--- config.mk ---
export PLATFORM = sky130hd
export DESIGN_NAME = dvr_display_value_register_bank
export DESIGN_NICKNAME = d
export VERILOG_FILES = /design/src/common/dvr_pkg.sv /design/src/dvr_display_value_register_bank.sv /design/src/dvr_range_check.sv
export SDC_FILE = /design/constraint.sdc
export NUM_CORES = 1
export LEC_CHECK = 0
export BUFFER_PORTS_ARGS = -buffer_cell sky130_fd_sc_hd__buf_2
export CAP_MARGIN = 10
export CORE_MARGIN = 3
export CORE_UTILIZATION = 37
export CTS_CLUSTER_SIZE = 28
export DETAILED_ROUTE_END_ITERATION = 10
export PLACE_DENSITY = 0.63
export SLEW_MARGIN = 20
export SYNTH_ARGS = -nofsm -noshare
export SYNTH_HDL_FRONTEND = slang
export SYNTH_SLANG_ARGS = --single-unit
--- constraint.sdc ---
create_clock -name sys_clk_i -period 2.8 [get_ports sys_clk_i]
set_input_delay 0.42 -clock sys_clk_i [delete_from_list [all_inputs] [get_ports sys_clk_i]]
set_output_delay 0.42 -clock sys_clk_i [all_outputs]
set_load 0.01 [all_outputs]
--- src/common/dvr_pkg.sv ---
`default_nettype none

package dvr_pkg;

    // ************************************************************
    // Register indices of the bank
    // ************************************************************
    localparam logic [15:0] IDX_UPPER = 16'h0001;
    localparam logic [15:0] IDX_LOWER = 16'h0002;
    localparam logic [15:0] IDX_FORMAT = 16'h0003;
    localparam logic [15:0] IDX_SHIFT = 16'h0004;
    localparam logic [15:0] REG_RESET = 16'h0000;
    localparam logic [31:0] VALUE_RESET = 32'h0000_0000;

    // ************************************************************
    // Holding register functions and group limit
    // ************************************************************
    localparam logic [7:0] FN_READ = 8'h03;
    localparam logic [7:0] FN_WRITE_ONE = 8'h06;
    localparam logic [7:0] FN_WRITE_MANY = 8'h10;
    localparam logic [7:0] GROUP_MIN = 8'h01;
    localparam logic [7:0] GROUP_MAX = 8'h10;

    // ************************************************************
    // Format control fields
    // ************************************************************
    localparam logic [7:0] MODE_DIGITS = 8'h00;
    localparam logic [7:0] MODE_HIGH = 8'h80;
    localparam logic [7:0] MODE_LOW = 8'h40;
    localparam int MODE_HI = 15;
    localparam int MODE_LO = 8;
    localparam int MINDIG_HI = 6;
    localparam int MINDIG_LO = 4;
    localparam int DP_RIGHT_BIT = 3;
    localparam int DP_HI = 2;
    localparam int DP_LO = 0;
    localparam int SHIFT_HI = 3;
    localparam int SHIFT_LO = 0;

    // ************************************************************
    // Displayable range
    // ************************************************************
    localparam logic signed [32:0] RANGE_MAX = 33'sd9999;
    localparam logic signed [32:0] RANGE_MIN = -33'sd999;

    typedef enum logic [1:0] {
        TYPE_U16 = 2'h0,
        TYPE_S16 = 2'h1,
        TYPE_U32 = 2'h2,
        TYPE_S32 = 2'h3
    } dvr_type_e;

endpackage : dvr_pkg

`default_nettype wire

--- src/dvr_display_value_register_bank.sv ---
// Overview of operation
// - Upper value word held at index 01h
// - Lower value word held at index 02h
// - Upper write alone leaves display unchanged
// - Valid display range is -999 to 9999
// - Mode 00h: digits with over-range warnings
// - Mode 80h: show fixed high message
// - Mode 40h: show fixed low message
// - Bits 6..4: minimum digits minus one
// - Min digits output for leading-zero padding
// - Bit 3 forces rightmost decimal point
// - Bits 2..0: digits after decimal point
// - Index 04h bits 3..0: left shift
// - Type picks 16/32-bit, signed or unsigned
// - Read 03h, write 06h/10h, max 16
// - Write lock spares value and mode registers
// - Reply suppression after value or mode writes
`timescale 1ns/1ps
`default_nettype none

module dvr_display_value_register_bank (
    input wire logic sys_clk_i,
    input wire logic rst_i,
    input wire logic acc_valid_i,
    input wire logic [7:0] acc_func_i,
    input wire logic [15:0] acc_idx_i,
    input wire logic [7:0] acc_qty_i,
    input wire logic [15:0] acc_data_i,
    input wire logic acc_broadcast_i,
    input wire dvr_pkg::dvr_type_e value_type_i,
    input wire logic config_write_lock_i,
    input wire logic reply_after_value_write_i,
    output logic [15:0] rd_data_o,
    output logic rd_ack_o,
    output logic wr_ack_o,
    output logic reject_o,
    output logic reply_o,
    output logic [31:0] shown_value_o,
    output logic over_range_high_warning_o,
    output logic over_range_low_warning_o,
    output logic fixed_high_message_o,
    output logic fixed_low_message_o,
    output logic [2:0] min_digits_o,
    output logic dp_rightmost_o,
    output logic [2:0] dp_places_o,
    output logic [3:0] left_shift_o
);
    import dvr_pkg::*;

    // ************************************************************
    // State
    // ************************************************************
    logic [15:0] upper_r, upper_nxt;
    logic [15:0] lower_r, lower_nxt;
    logic [15:0] format_r, format_nxt;
    logic [15:0] shift_r, shift_nxt;
    logic [31:0] shown_r, shown_nxt;
    logic [15:0] rd_data_r, rd_data_nxt;
    logic rd_ack_r, rd_ack_nxt;
    logic wr_ack_r, wr_ack_nxt;
    logic reject_r, reject_nxt;
    logic reply_r, reply_nxt;
    logic ovh_r, ovh_nxt;
    logic ovl_r, ovl_nxt;
    logic fhm_r, fhm_nxt;
    logic flm_r, flm_nxt;

    logic is_read, is_write, qty_ok, in_bank, value_reg, wr_go, rd_go, chk_high, chk_low;
    logic [7:0] mode;

    dvr_range_check u_range (
        .value_i(shown_r),
        .type_i(value_type_i),
        .over_high_o(chk_high),
        .over_low_o(chk_low)
    );

    // ************************************************************
    // Access decode and next state
    // ************************************************************
    always_comb begin
        is_read = acc_func_i == FN_READ;
        is_write = (acc_func_i == FN_WRITE_ONE) || (acc_func_i == FN_WRITE_MANY);
        qty_ok = (acc_qty_i >= GROUP_MIN) && (acc_qty_i <= GROUP_MAX);
        in_bank = (acc_idx_i >= IDX_UPPER) && (acc_idx_i <= IDX_SHIFT);
        value_reg = (acc_idx_i >= IDX_UPPER) && (acc_idx_i <= IDX_FORMAT);
        // Lock guards configuration only, never this bank
        wr_go = acc_valid_i && is_write && qty_ok && in_bank;
        rd_go = acc_valid_i && is_read && qty_ok && in_bank;
        mode = format_r[MODE_HI:MODE_LO];

        upper_nxt = upper_r;
        lower_nxt = lower_r;
        format_nxt = format_r;
        shift_nxt = shift_r;
        shown_nxt = shown_r;
        if (wr_go) begin
            unique case (acc_idx_i)
                IDX_UPPER: upper_nxt = acc_data_i;
                IDX_LOWER: begin
                    lower_nxt = acc_data_i;
                    // Staged upper joins new lower in one edge
                    shown_nxt = {upper_r, acc_data_i};
                end
                IDX_FORMAT: format_nxt = acc_data_i;
                default: shift_nxt = acc_data_i;
            endcase
        end

        rd_ack_nxt = rd_go;
        unique case (acc_idx_i)
            IDX_UPPER: rd_data_nxt = upper_r;
            IDX_LOWER: rd_data_nxt = lower_r;
            IDX_FORMAT: rd_data_nxt = format_r;
            IDX_SHIFT: rd_data_nxt = shift_r;
            default: rd_data_nxt = REG_RESET;
        endcase
        if (!rd_go) begin
            rd_data_nxt = rd_data_r;
        end

        wr_ack_nxt = wr_go;
        // Foreign-index writes under lock are refused here for the whole device; foreign reads are not
        reject_nxt = acc_valid_i && (!(is_read || is_write) || !qty_ok
                     || (is_write && !in_bank && config_write_lock_i));
        // Broadcasts never answer
        reply_nxt = (wr_go || rd_go) && !acc_broadcast_i
                    && !(wr_go && value_reg && !reply_after_value_write_i);

        fhm_nxt = mode == MODE_HIGH;
        flm_nxt = mode == MODE_LOW;
        // Other mode codes fall back to digits with range check
        ovh_nxt = !fhm_nxt && !flm_nxt && chk_high;
        ovl_nxt = !fhm_nxt && !flm_nxt && chk_low;
    end

    // ************************************************************
    // Registers
    // ************************************************************
    always_ff @(posedge sys_clk_i) begin
        if (rst_i) begin
            upper_r <= REG_RESET;
            lower_r <= REG_RESET;
            format_r <= REG_RESET;
            shift_r <= REG_RESET;
            shown_r <= VALUE_RESET;
            rd_data_r <= REG_RESET;
            rd_ack_r <= 1'b0;
            wr_ack_r <= 1'b0;
            reject_r <= 1'b0;
            reply_r <= 1'b0;
            ovh_r <= 1'b0;
            ovl_r <= 1'b0;
            fhm_r <= 1'b0;
            flm_r <= 1'b0;
        end else begin
            upper_r <= upper_nxt;
            lower_r <= lower_nxt;
            format_r <= format_nxt;
            shift_r <= shift_nxt;
            shown_r <= shown_nxt;
            rd_data_r <= rd_data_nxt;
            rd_ack_r <= rd_ack_nxt;
            wr_ack_r <= wr_ack_nxt;
            reject_r <= reject_nxt;
            reply_r <= reply_nxt;
            ovh_r <= ovh_nxt;
            ovl_r <= ovl_nxt;
            fhm_r <= fhm_nxt;
            flm_r <= flm_nxt;
        end
    end

    // ************************************************************
    // Outputs
    // ************************************************************
    // Digit padding is done by the segment driver from min_digits_o
    assign rd_data_o = rd_data_r;
    assign rd_ack_o = rd_ack_r;
    assign wr_ack_o = wr_ack_r;
    assign reject_o = reject_r;
    assign reply_o = reply_r;
    assign shown_value_o = shown_r;
    assign over_range_high_warning_o = ovh_r;
    assign over_range_low_warning_o = ovl_r;
    assign fixed_high_message_o = fhm_r;
    assign fixed_low_message_o = flm_r;
    assign min_digits_o = format_r[MINDIG_HI:MINDIG_LO];
    assign dp_rightmost_o = format_r[DP_RIGHT_BIT];
    assign dp_places_o = format_r[DP_HI:DP_LO];
    assign left_shift_o = shift_r[SHIFT_HI:SHIFT_LO];
endmodule : dvr_display_value_register_bank

`default_nettype wire

--- src/dvr_range_check.sv ---
`timescale 1ns/1ps
`default_nettype none

module dvr_range_check (
    input wire logic [31:0] value_i,
    input wire dvr_pkg::dvr_type_e type_i,
    output logic over_high_o,
    output logic over_low_o
);
    import dvr_pkg::*;

    logic signed [32:0] wide;

    // ************************************************************
    // Interpretation by value type
    // ************************************************************
    // 33 bits so a large unsigned 32-bit word never reads as negative
    always_comb begin
        unique case (type_i)
            TYPE_U16: wide = {17'h0_0000, value_i[15:0]};
            TYPE_S16: wide = {{17{value_i[15]}}, value_i[15:0]};
            TYPE_U32: wide = {1'b0, value_i};
            TYPE_S32: wide = {value_i[31], value_i};
        endcase
        over_high_o = wide > RANGE_MAX;
        over_low_o = wide < RANGE_MIN;
    end

endmodule : dvr_range_check

`default_nettype wire

==> results of run 1 <==
[routing by layer]
layer / vias to the layer above / wire length (µm)
li1: 2189 / -
met1: 2241 / 6830
met2: 164 / 6967
met3: 17 / 921
met4: 0 / 214
met5: - / 0
[final timing paths]
check,startpoint,to,slack (ns),cells after the start
setup / recovery,acc_idx_i[12],upper_r[4],0.59,7
hold / removal,acc_broadcast_i,reply_o,0.32,3
setup reg to reg,shown_value_o[22],over_range_low_warning_o,0.97,5
hold reg to reg,shift_r[14],shift_r[14],0.48,2
[layout make-up]
| cell class | instances | share of cell area |
|---|---|---|
| tap | 172 | 0.03596 |
| inverter | 16 | 0.01004 |
| clock buffer | 9 | 0.03763 |
| sequential | 104 | 0.3479 |
| multi-input combinational | 378 | 0.4263 |
| timing repair buffer | 135 | 0.1250 |
| antenna | 1 | 0.0004181 |
| clock inverter | 7 | 0.01673 |
[cells by family after synthesis]
logic type      after synthesis  synth area share
compound gates              113            0.1390
flops                       104            0.4159
mux                          51            0.1025
simple gates                212            0.2617
xor+xnor                      2          0.003500
buf+inv                      71           0.07748
[critical path, stage by stage]
cell	delay [ns]
sky130_fd_sc_hd__buf_2	0.10
sky130_fd_sc_hd__or4_1	0.58
sky130_fd_sc_hd__buf_4	0.21
sky130_fd_sc_hd__nor4_4	0.30
sky130_fd_sc_hd__and4_4	0.50
sky130_fd_sc_hd__mux2i_1	0.23
sky130_fd_sc_hd__nor2_1	0.05
[power groups by stage]
stage               clock (mW)  combinational [mW]  sequential (mW)
global route              1.45               0.149             1.48
CTS                       1.40               0.136             1.48
floorplan                    0              0.0609             1.51
global placement             0               0.130             1.51
detailed placement           0               0.136             1.51
finish                    1.38               0.136             1.48
[cell usage after synthesis, types with 7 or more instances]
master	n
sky130_fd_sc_hd__buf_4	13
sky130_fd_sc_hd__nor3b_1	7
sky130_fd_sc_hd__nand3_1	53
sky130_fd_sc_hd__nor4_1	11
sky130_fd_sc_hd__nand4_1	8
sky130_fd_sc_hd__nor3b_2	8
sky130_fd_sc_hd__buf_2	14
sky130_fd_sc_hd__inv_1	16
sky130_fd_sc_hd__nor2_1	52
sky130_fd_sc_hd__nand2b_1	34
sky130_fd_sc_hd__o21ai_0	33
sky130_fd_sc_hd__mux2i_1	49
sky130_fd_sc_hd__clkbuf_1	23
sky130_fd_sc_hd__a21oi_1	38
sky130_fd_sc_hd__dfxtp_1	104
sky130_fd_sc_hd__a22oi_1	16
sky130_fd_sc_hd__o2111ai_1	15
[stage by stage]
stage / power [mW] / util
after floorplan: 1.575 / -
after global placement: 1.644 / 0.4376
after detailed placement: 1.649 / 0.4376
after CTS: 3.011 / 0.4627
after global routing: 3.079 / 0.4629
final: 2.995 / 0.4629
[cells in the final DEF, fill, tap and decap left out, types with 9 or more instances in the layout]
master,synthesis,layout
sky130_fd_sc_hd__nor2_1,52,52
sky130_fd_sc_hd__buf_2,14,121
sky130_fd_sc_hd__mux2i_1,49,49
sky130_fd_sc_hd__a21oi_1,38,38
sky130_fd_sc_hd__clkbuf_16,0,9
sky130_fd_sc_hd__nand2b_1,34,34
sky130_fd_sc_hd__a22oi_1,16,16
sky130_fd_sc_hd__nor4_1,11,11
sky130_fd_sc_hd__o21ai_0,33,33
sky130_fd_sc_hd__o2111ai_1,15,15
sky130_fd_sc_hd__dfxtp_1,104,104
sky130_fd_sc_hd__buf_4,13,11
sky130_fd_sc_hd__inv_1,16,16
sky130_fd_sc_hd__nand3_1,53,53
[state kept, by name (all words and copies together), names as in the netlist]
| register | count |
|---|---|
| fixed_high_message_o | 1 |
| fixed_low_message_o | 1 |
| format_r | 16 |
| lower_r | 15 |
| over_range_high_warning_o | 1 |
| over_range_low_warning_o | 1 |
| rd_ack_o | 1 |
| rd_data_o | 16 |
| reject_o | 1 |
| reply_o | 1 |
| shift_r | 16 |
| shown_value_o | 17 |
| upper_r | 16 |
| wr_ack_o | 1 |
==> flow_summary_export.csv, run 1 <==
group,metric,value,unit
cts,clockRootBuffer,"sky130_fd_sc_hd__clkbuf_16",
power,leakage,2.448,nW
timing,timing.setup.tns,0,ns
cts,cts_max_level,3,
logic_synthesis,synth.top_cell.area_share,0.4159,
die,die_footprint,14960,µm²
power,share_clk_of_total_power,0.461,
timing,timing_max_transition_violations_final,0,
cts,cts.hold.buffers_added,0,
timing,period_share,0.7881,
cts,cts_inserted_buffers,9,
timing,final_critical_path_setup_slack,0.5934,ns
timing,final.setup_skew,0.01078,ns
finish,finish.instance_area,5984,µm²
finish,layoutNonFillerInstCount,822,
power,combPwrFrac,0.045,
cts,cts-resized-gates,0,
logic_synthesis,async_flop_share,0,
global_routing,number_of_global_route_vias_before_repair,4470,
timing,final_period_minus_worst_setup_slack,2.207,ns
power,p_int,2.328,mW
finish,multi_input_gate_area,2551,µm²
cts,clkTransAtPathRegs,0.07,ns
cts,tritoncts_num_sinks,104,
power,ir_worst_vdd,0.0003275,V
logic_synthesis,synth-warning-count,0,
setup_path,worstSetupStartpointType,"input pin",
place,gp_congestion,0.8199,
logic_synthesis,seq_area_frac_synth,0.4159,
die,floorplan.die.width,122.3,µm
logic_synthesis,synth_seq_cells,104,
die,io_pins,123,
timing,finalSetupViolCount,0,
setup_path,setup_crit_path_kind,"input pin to flip-flop",
cts,clock_path_buffers,2,
logic_synthesis,synth.top_cells.by_area,"sky130_fd_sc_hd__dfxtp_1, sky130_fd_sc_hd__mux2i_1, sky130_fd_sc_hd__nand3_1",
finish,drive_above_1_share,0.2696,
logic_synthesis,synth_top_area_cell,"sky130_fd_sc_hd__dfxtp_1",
setup_path,timing.critical_path.fanout_max,16,
die,rows,41,
power,power_density,500.5,nW/µm²
detailed_routing,route.detailed.wl_per_inst,18.17,µm
detailed_routing,drt-total-wl,14.93,mm
timing,grt_setup_unrepaired,"false",
detailed_routing,drc,0,
place,placement.io_buffers,122,
cts,cts_setup_buffers,0,
logic_synthesis,synth_cells,553,
finish,fillers,1288,
die,design.core.area,12930,µm²
timing,fmaxAchievable,453.2,MHz
logic_synthesis,total_standard_cell_area_after_synthesis,5006,µm²
power,seq_power_share,0.494,
finish,total_nets_final,700,
detailed_routing,detail_route.first_pass.iterations,5,
hold_path,min-delay-path-class,"input pin to flip-flop",
finish,seq_area,2082,µm²
job,maxCapViolations,0,
global_routing,antenna_found_initial,1,
global_routing,grtUsageMet2,0.3215,
detailed_routing,drt_first_iter_violations,484,
detailed_routing,vias_per_cell,5.609,
global_routing,grt_max_degree,106,
logic_synthesis,synth_enable_flop_cells,0,
global_routing,global_route.usage.total,0.1989,
place,place_hpwl,10.43,mm
global_routing,met1_capacity_usage_during_global_routing,0.2710,
setup_path,critical_path_required,2.99,ns
setup_path,worst_setup_path_end_kind,"flip-flop",
detailed_routing,vias,4611,
logic_synthesis,net_count_after_synthesis,609,
logic_synthesis,synth_cell_type_count,50,
global_routing,grt_first_pass_wirelength,23.65,mm
logic_synthesis,synthesis.area_per_instance,9.053,µm²
timing,worstMarginPinSlew,1.023,ns
power,switchingPower,0.6675,mW
finish,relative_area_change_from_synthesis_to_final_layout,19.55,%
place,placed_cells,805,
cts,clk-insertion-delay-late,0.35,ns
timing,timing.max_slew.rel_slack,0.3182,
timing,fin_worst_hold_slack,0.3198,ns
run_status,status,"finished, final reports clean",
detailed_routing,detail-route-antenna-nets,0,
power,netSwitchingFraction,0.2229,
logic_synthesis,yosys_most_used_dff,"sky130_fd_sc_hd__dfxtp_1",
global_routing,grt_overflow,0,
cts,tritoncts,"built",
global_routing,busiest_layer,"met2",
place,dp_slack,0.2330,ns
timing,hold_violations,0,
global_routing,use_met3,0.03180,
die,chipHeight,122.3,µm
place,place_area,5657,µm²
die,initial_core_util,0.3872,
setup_path,critical_path_arrival,2.40,ns
Note: power is estimated with default switching activity, not from simulation.
==> inputs of run 2 (changes only) <==
Clock period 2.8 ns to 2.1 ns, I/O delays scaled along.
==> run 2 against run 1 <==
  * Register-to-register slack worse by 0.67 ns
  * Design area increased by 4.3%
  * Sequential cell count unchanged
  * Hold slack lost 0.093 ns
  * Sequential share of layout area is 1.4 points lower
  * Die area stayed put
  * Sequential power increased by 33%
  * Clock skew is 0.0051 ns lower
  * Global-route usage rose by 0.90 points
  * Routed wire length grew 4.3%
  * Core utilization grew 2.0 points
  * First-iteration DRC count is 0.41% higher
  * Critical path type unchanged
  * Largest cell class unchanged
==> flow_summary_export.csv, run 2 (synthesized netlist as in run 1, its figures left out) <==
group,metric,value,unit
power,seq_power_share,0.512,
finish,final_cell_mix,"sky130_fd_sc_hd__buf_2, sky130_fd_sc_hd__dfxtp_1, sky130_fd_sc_hd__nand3_1",
job,maxCapViolations,0,
detailed_routing,drc,0,
power,finalPower,3.850,mW
die,design.core.area,12930,µm²
detailed_routing,detail-route-antenna-nets,0,
global_routing,grt_first_pass_wirelength,24.58,mm
global_routing,global_route.usage.total,0.2079,
run_status,status,"finished, final reports clean",
finish,fillers,1274,
finish,relative_area_change_from_synthesis_to_final_layout,24.67,%
setup_path,path_delay_family,"simple AND/OR/NAND/NOR gates",
global_routing,antenna_found_initial,0,
cts,clkTransAtPathRegs,0.07,ns
power,power_density,616.9,nW/µm²
power,p_int,2.979,mW
finish,drive_above_1_share,0.2972,
setup_path,timing.critical_path.cells,"buf_2, or4_4, nor4_4, buf_4, nand2_1, or4_1, a311oi_1",
setup_path,worstSetupStartpointType,"input pin",
place,placement.io_buffers,122,
die,die_footprint,14960,µm²
detailed_routing,m1WireLength,6.790,mm
detailed_routing,route.detailed.wl_per_inst,18.43,µm
cts,cts_max_level,3,
setup_path,worst_setup_path_end_kind,"flip-flop",
detailed_routing,vias_per_cell,5.679,
timing,final.setup_skew,0.005698,ns
die,io_pins,123,
finish,post_layout_utilization_of_the_core,0.4828,
cts,cts_inserted_buffers,9,
timing,grt_setup_unrepaired,"false",
place,gp_congestion,0.8494,
cts,clk-insertion-delay-late,0.34,ns
finish,seq_area,2082,µm²
detailed_routing,met3_length,894,µm
power,ir_worst_vdd,0.0004022,V
detailed_routing,vias,4799,
timing,hold_violations,0,
cts,clock_path_buffers,2,
die,floorplan.die.width,122.3,µm
finish,largest_register_ffs,17,
detailed_routing,routed_length_on_met2,7.644,mm
timing,final_period_minus_worst_setup_slack,1.956,ns
hold_path,min-delay-path-class,"input pin to flip-flop",
timing,finalSetupViolCount,0,
die,initial_core_util,0.3872,
place,placed_cells,830,
finish,leading_cell_type_in_the_layout_fill_and_taps_excluded,"sky130_fd_sc_hd__buf_2",
cts,tritoncts,"built",
timing,timing_max_transition_violations_final,0,
timing,fmaxAchievable,511.1,MHz
setup_path,number_of_buffer_and_inverter_stages_on_the_critical_path,2,
setup_path,critical_path_arrival,2.20,ns
global_routing,grt_overflow,0,
timing,period_share,0.9316,
detailed_routing,detail_route.first_pass.iterations,5,
setup_path,cpMaxStageDelayCell,"sky130_fd_sc_hd__or4_4",
timing,timing.max_slew.rel_slack,0.6104,
detailed_routing,drt-total-wl,15.57,mm
finish,multi_input_gate_area,2555,µm²
cts,clockRootBuffer,"sky130_fd_sc_hd__clkbuf_16",
power,combPwrFrac,0.052,
setup_path,setup_crit_path_kind,"input pin to flip-flop",
setup_path,critical_path_required,2.35,ns
die,rows,41,
finish,total_nets_final,725,
die,chipHeight,122.3,µm
power,netSwitchingFraction,0.2262,
global_routing,grt_max_degree,69,
setup_path,timing.critical_path.fanout_max,5,
power,switchingPower,0.8706,mW
power,leakage,2.584,nW
finish,antenna_cells_inserted,0,
finish,layoutNonFillerInstCount,845,
detailed_routing,highest_layer,"met4",
cts,tritoncts_num_sinks,104,
timing,worstMarginPinSlew,0.5763,ns
detailed_routing,drt_first_iter_violations,486,
power,share_clk_of_total_power,0.436,
place,place_hpwl,11.07,mm
setup_path,crit_path_max_incr_delay,0.60,ns
global_routing,number_of_global_route_vias_before_repair,4575,
==> run 2: cell count changes in the layout (fill, tap and decap cells not counted), moves of 2 or more <==
cell / delta
sky130_fd_sc_hd__clkinvlp_4: +2
sky130_fd_sc_hd__buf_12: +8
sky130_fd_sc_hd__inv_6: -2
sky130_fd_sc_hd__o21ai_1: +4
sky130_fd_sc_hd__buf_4: +17
sky130_fd_sc_hd__o21ai_0: -4
==> run 2: worst paths after layout <==
check | from | to | slack [ns] | depth (start not counted)
worst max register to register | shown_value_o[23] | over_range_low_warning_o | 0.30 | 5
worst max-delay path | acc_idx_i[11] | reply_o | 0.14 | 7
worst min-delay path | acc_broadcast_i | reply_o | 0.23 | 3
worst min register to register | shift_r[4] | shift_r[4] | 0.48 | 2
==> run 2: final cells by class <==
type / count / share of cell area
multi-input cells: 378 / 0.4094
flip-flops and latches: 104 / 0.3336
repair buffers: 160 / 0.1660
clock buffers: 9 / 0.03609
well taps: 172 / 0.03448
clock inverters: 6 / 0.01083
inverters: 16 / 0.009623
==> run 2: routing by layer <==
layer,GRT usage,vias to the layer above
met2,0.3391,198
met4,0.06928,0
met1,0.2895,2339
met3,0.01982,18
met5,0,-
li1,-,2244
==> run 2: power by group through the flow <==
stage / registers, mW / logic [mW] / clock network, mW
6_report: 1.97 / 0.198 / 1.68
4_1_cts: 1.97 / 0.197 / 1.70
5_1_grt: 1.97 / 0.215 / 1.78
3_3_place_gp: 2.02 / 0.189 / 0
2_1_floorplan: 2.02 / 0.0812 / 0
3_5_place_dp: 2.02 / 0.196 / 0
==> run 2: stage by stage <==
| step | TNS (ns) | setup WS, ns | cell area [µm²] | hold WS, ns |
|---|---|---|---|---|
| after floorplan | -3.209 | -0.1549 | 5041 | 0.4450 |
| after global placement | -8.157 | -0.1444 | 5944 | 0.4606 |
| after detailed placement | -10.14 | -0.2561 | 5944 | 0.4729 |
| after CTS | 0 | 0.1087 | 6237 | 0.2147 |
| after global routing | 0 | 0.03562 | 6241 | 0.2396 |
| final | 0 | 0.1436 | 6241 | 0.2264 |
==> run 2: worst reg2reg max path: cells and delay by family (launching register included) <==
family | cells | cell delay [ns]
compound gates | 2 | 0.48
simple gates | 3 | 0.78
flops | 1 | 0.39
==> run 2: repair_timing <==
item / CTS / global route
setup buffers: 0 / 0
hold buffers: 0 / 0
resized for setup: 0 / 1
setup endpoints to repair: 0 / 2
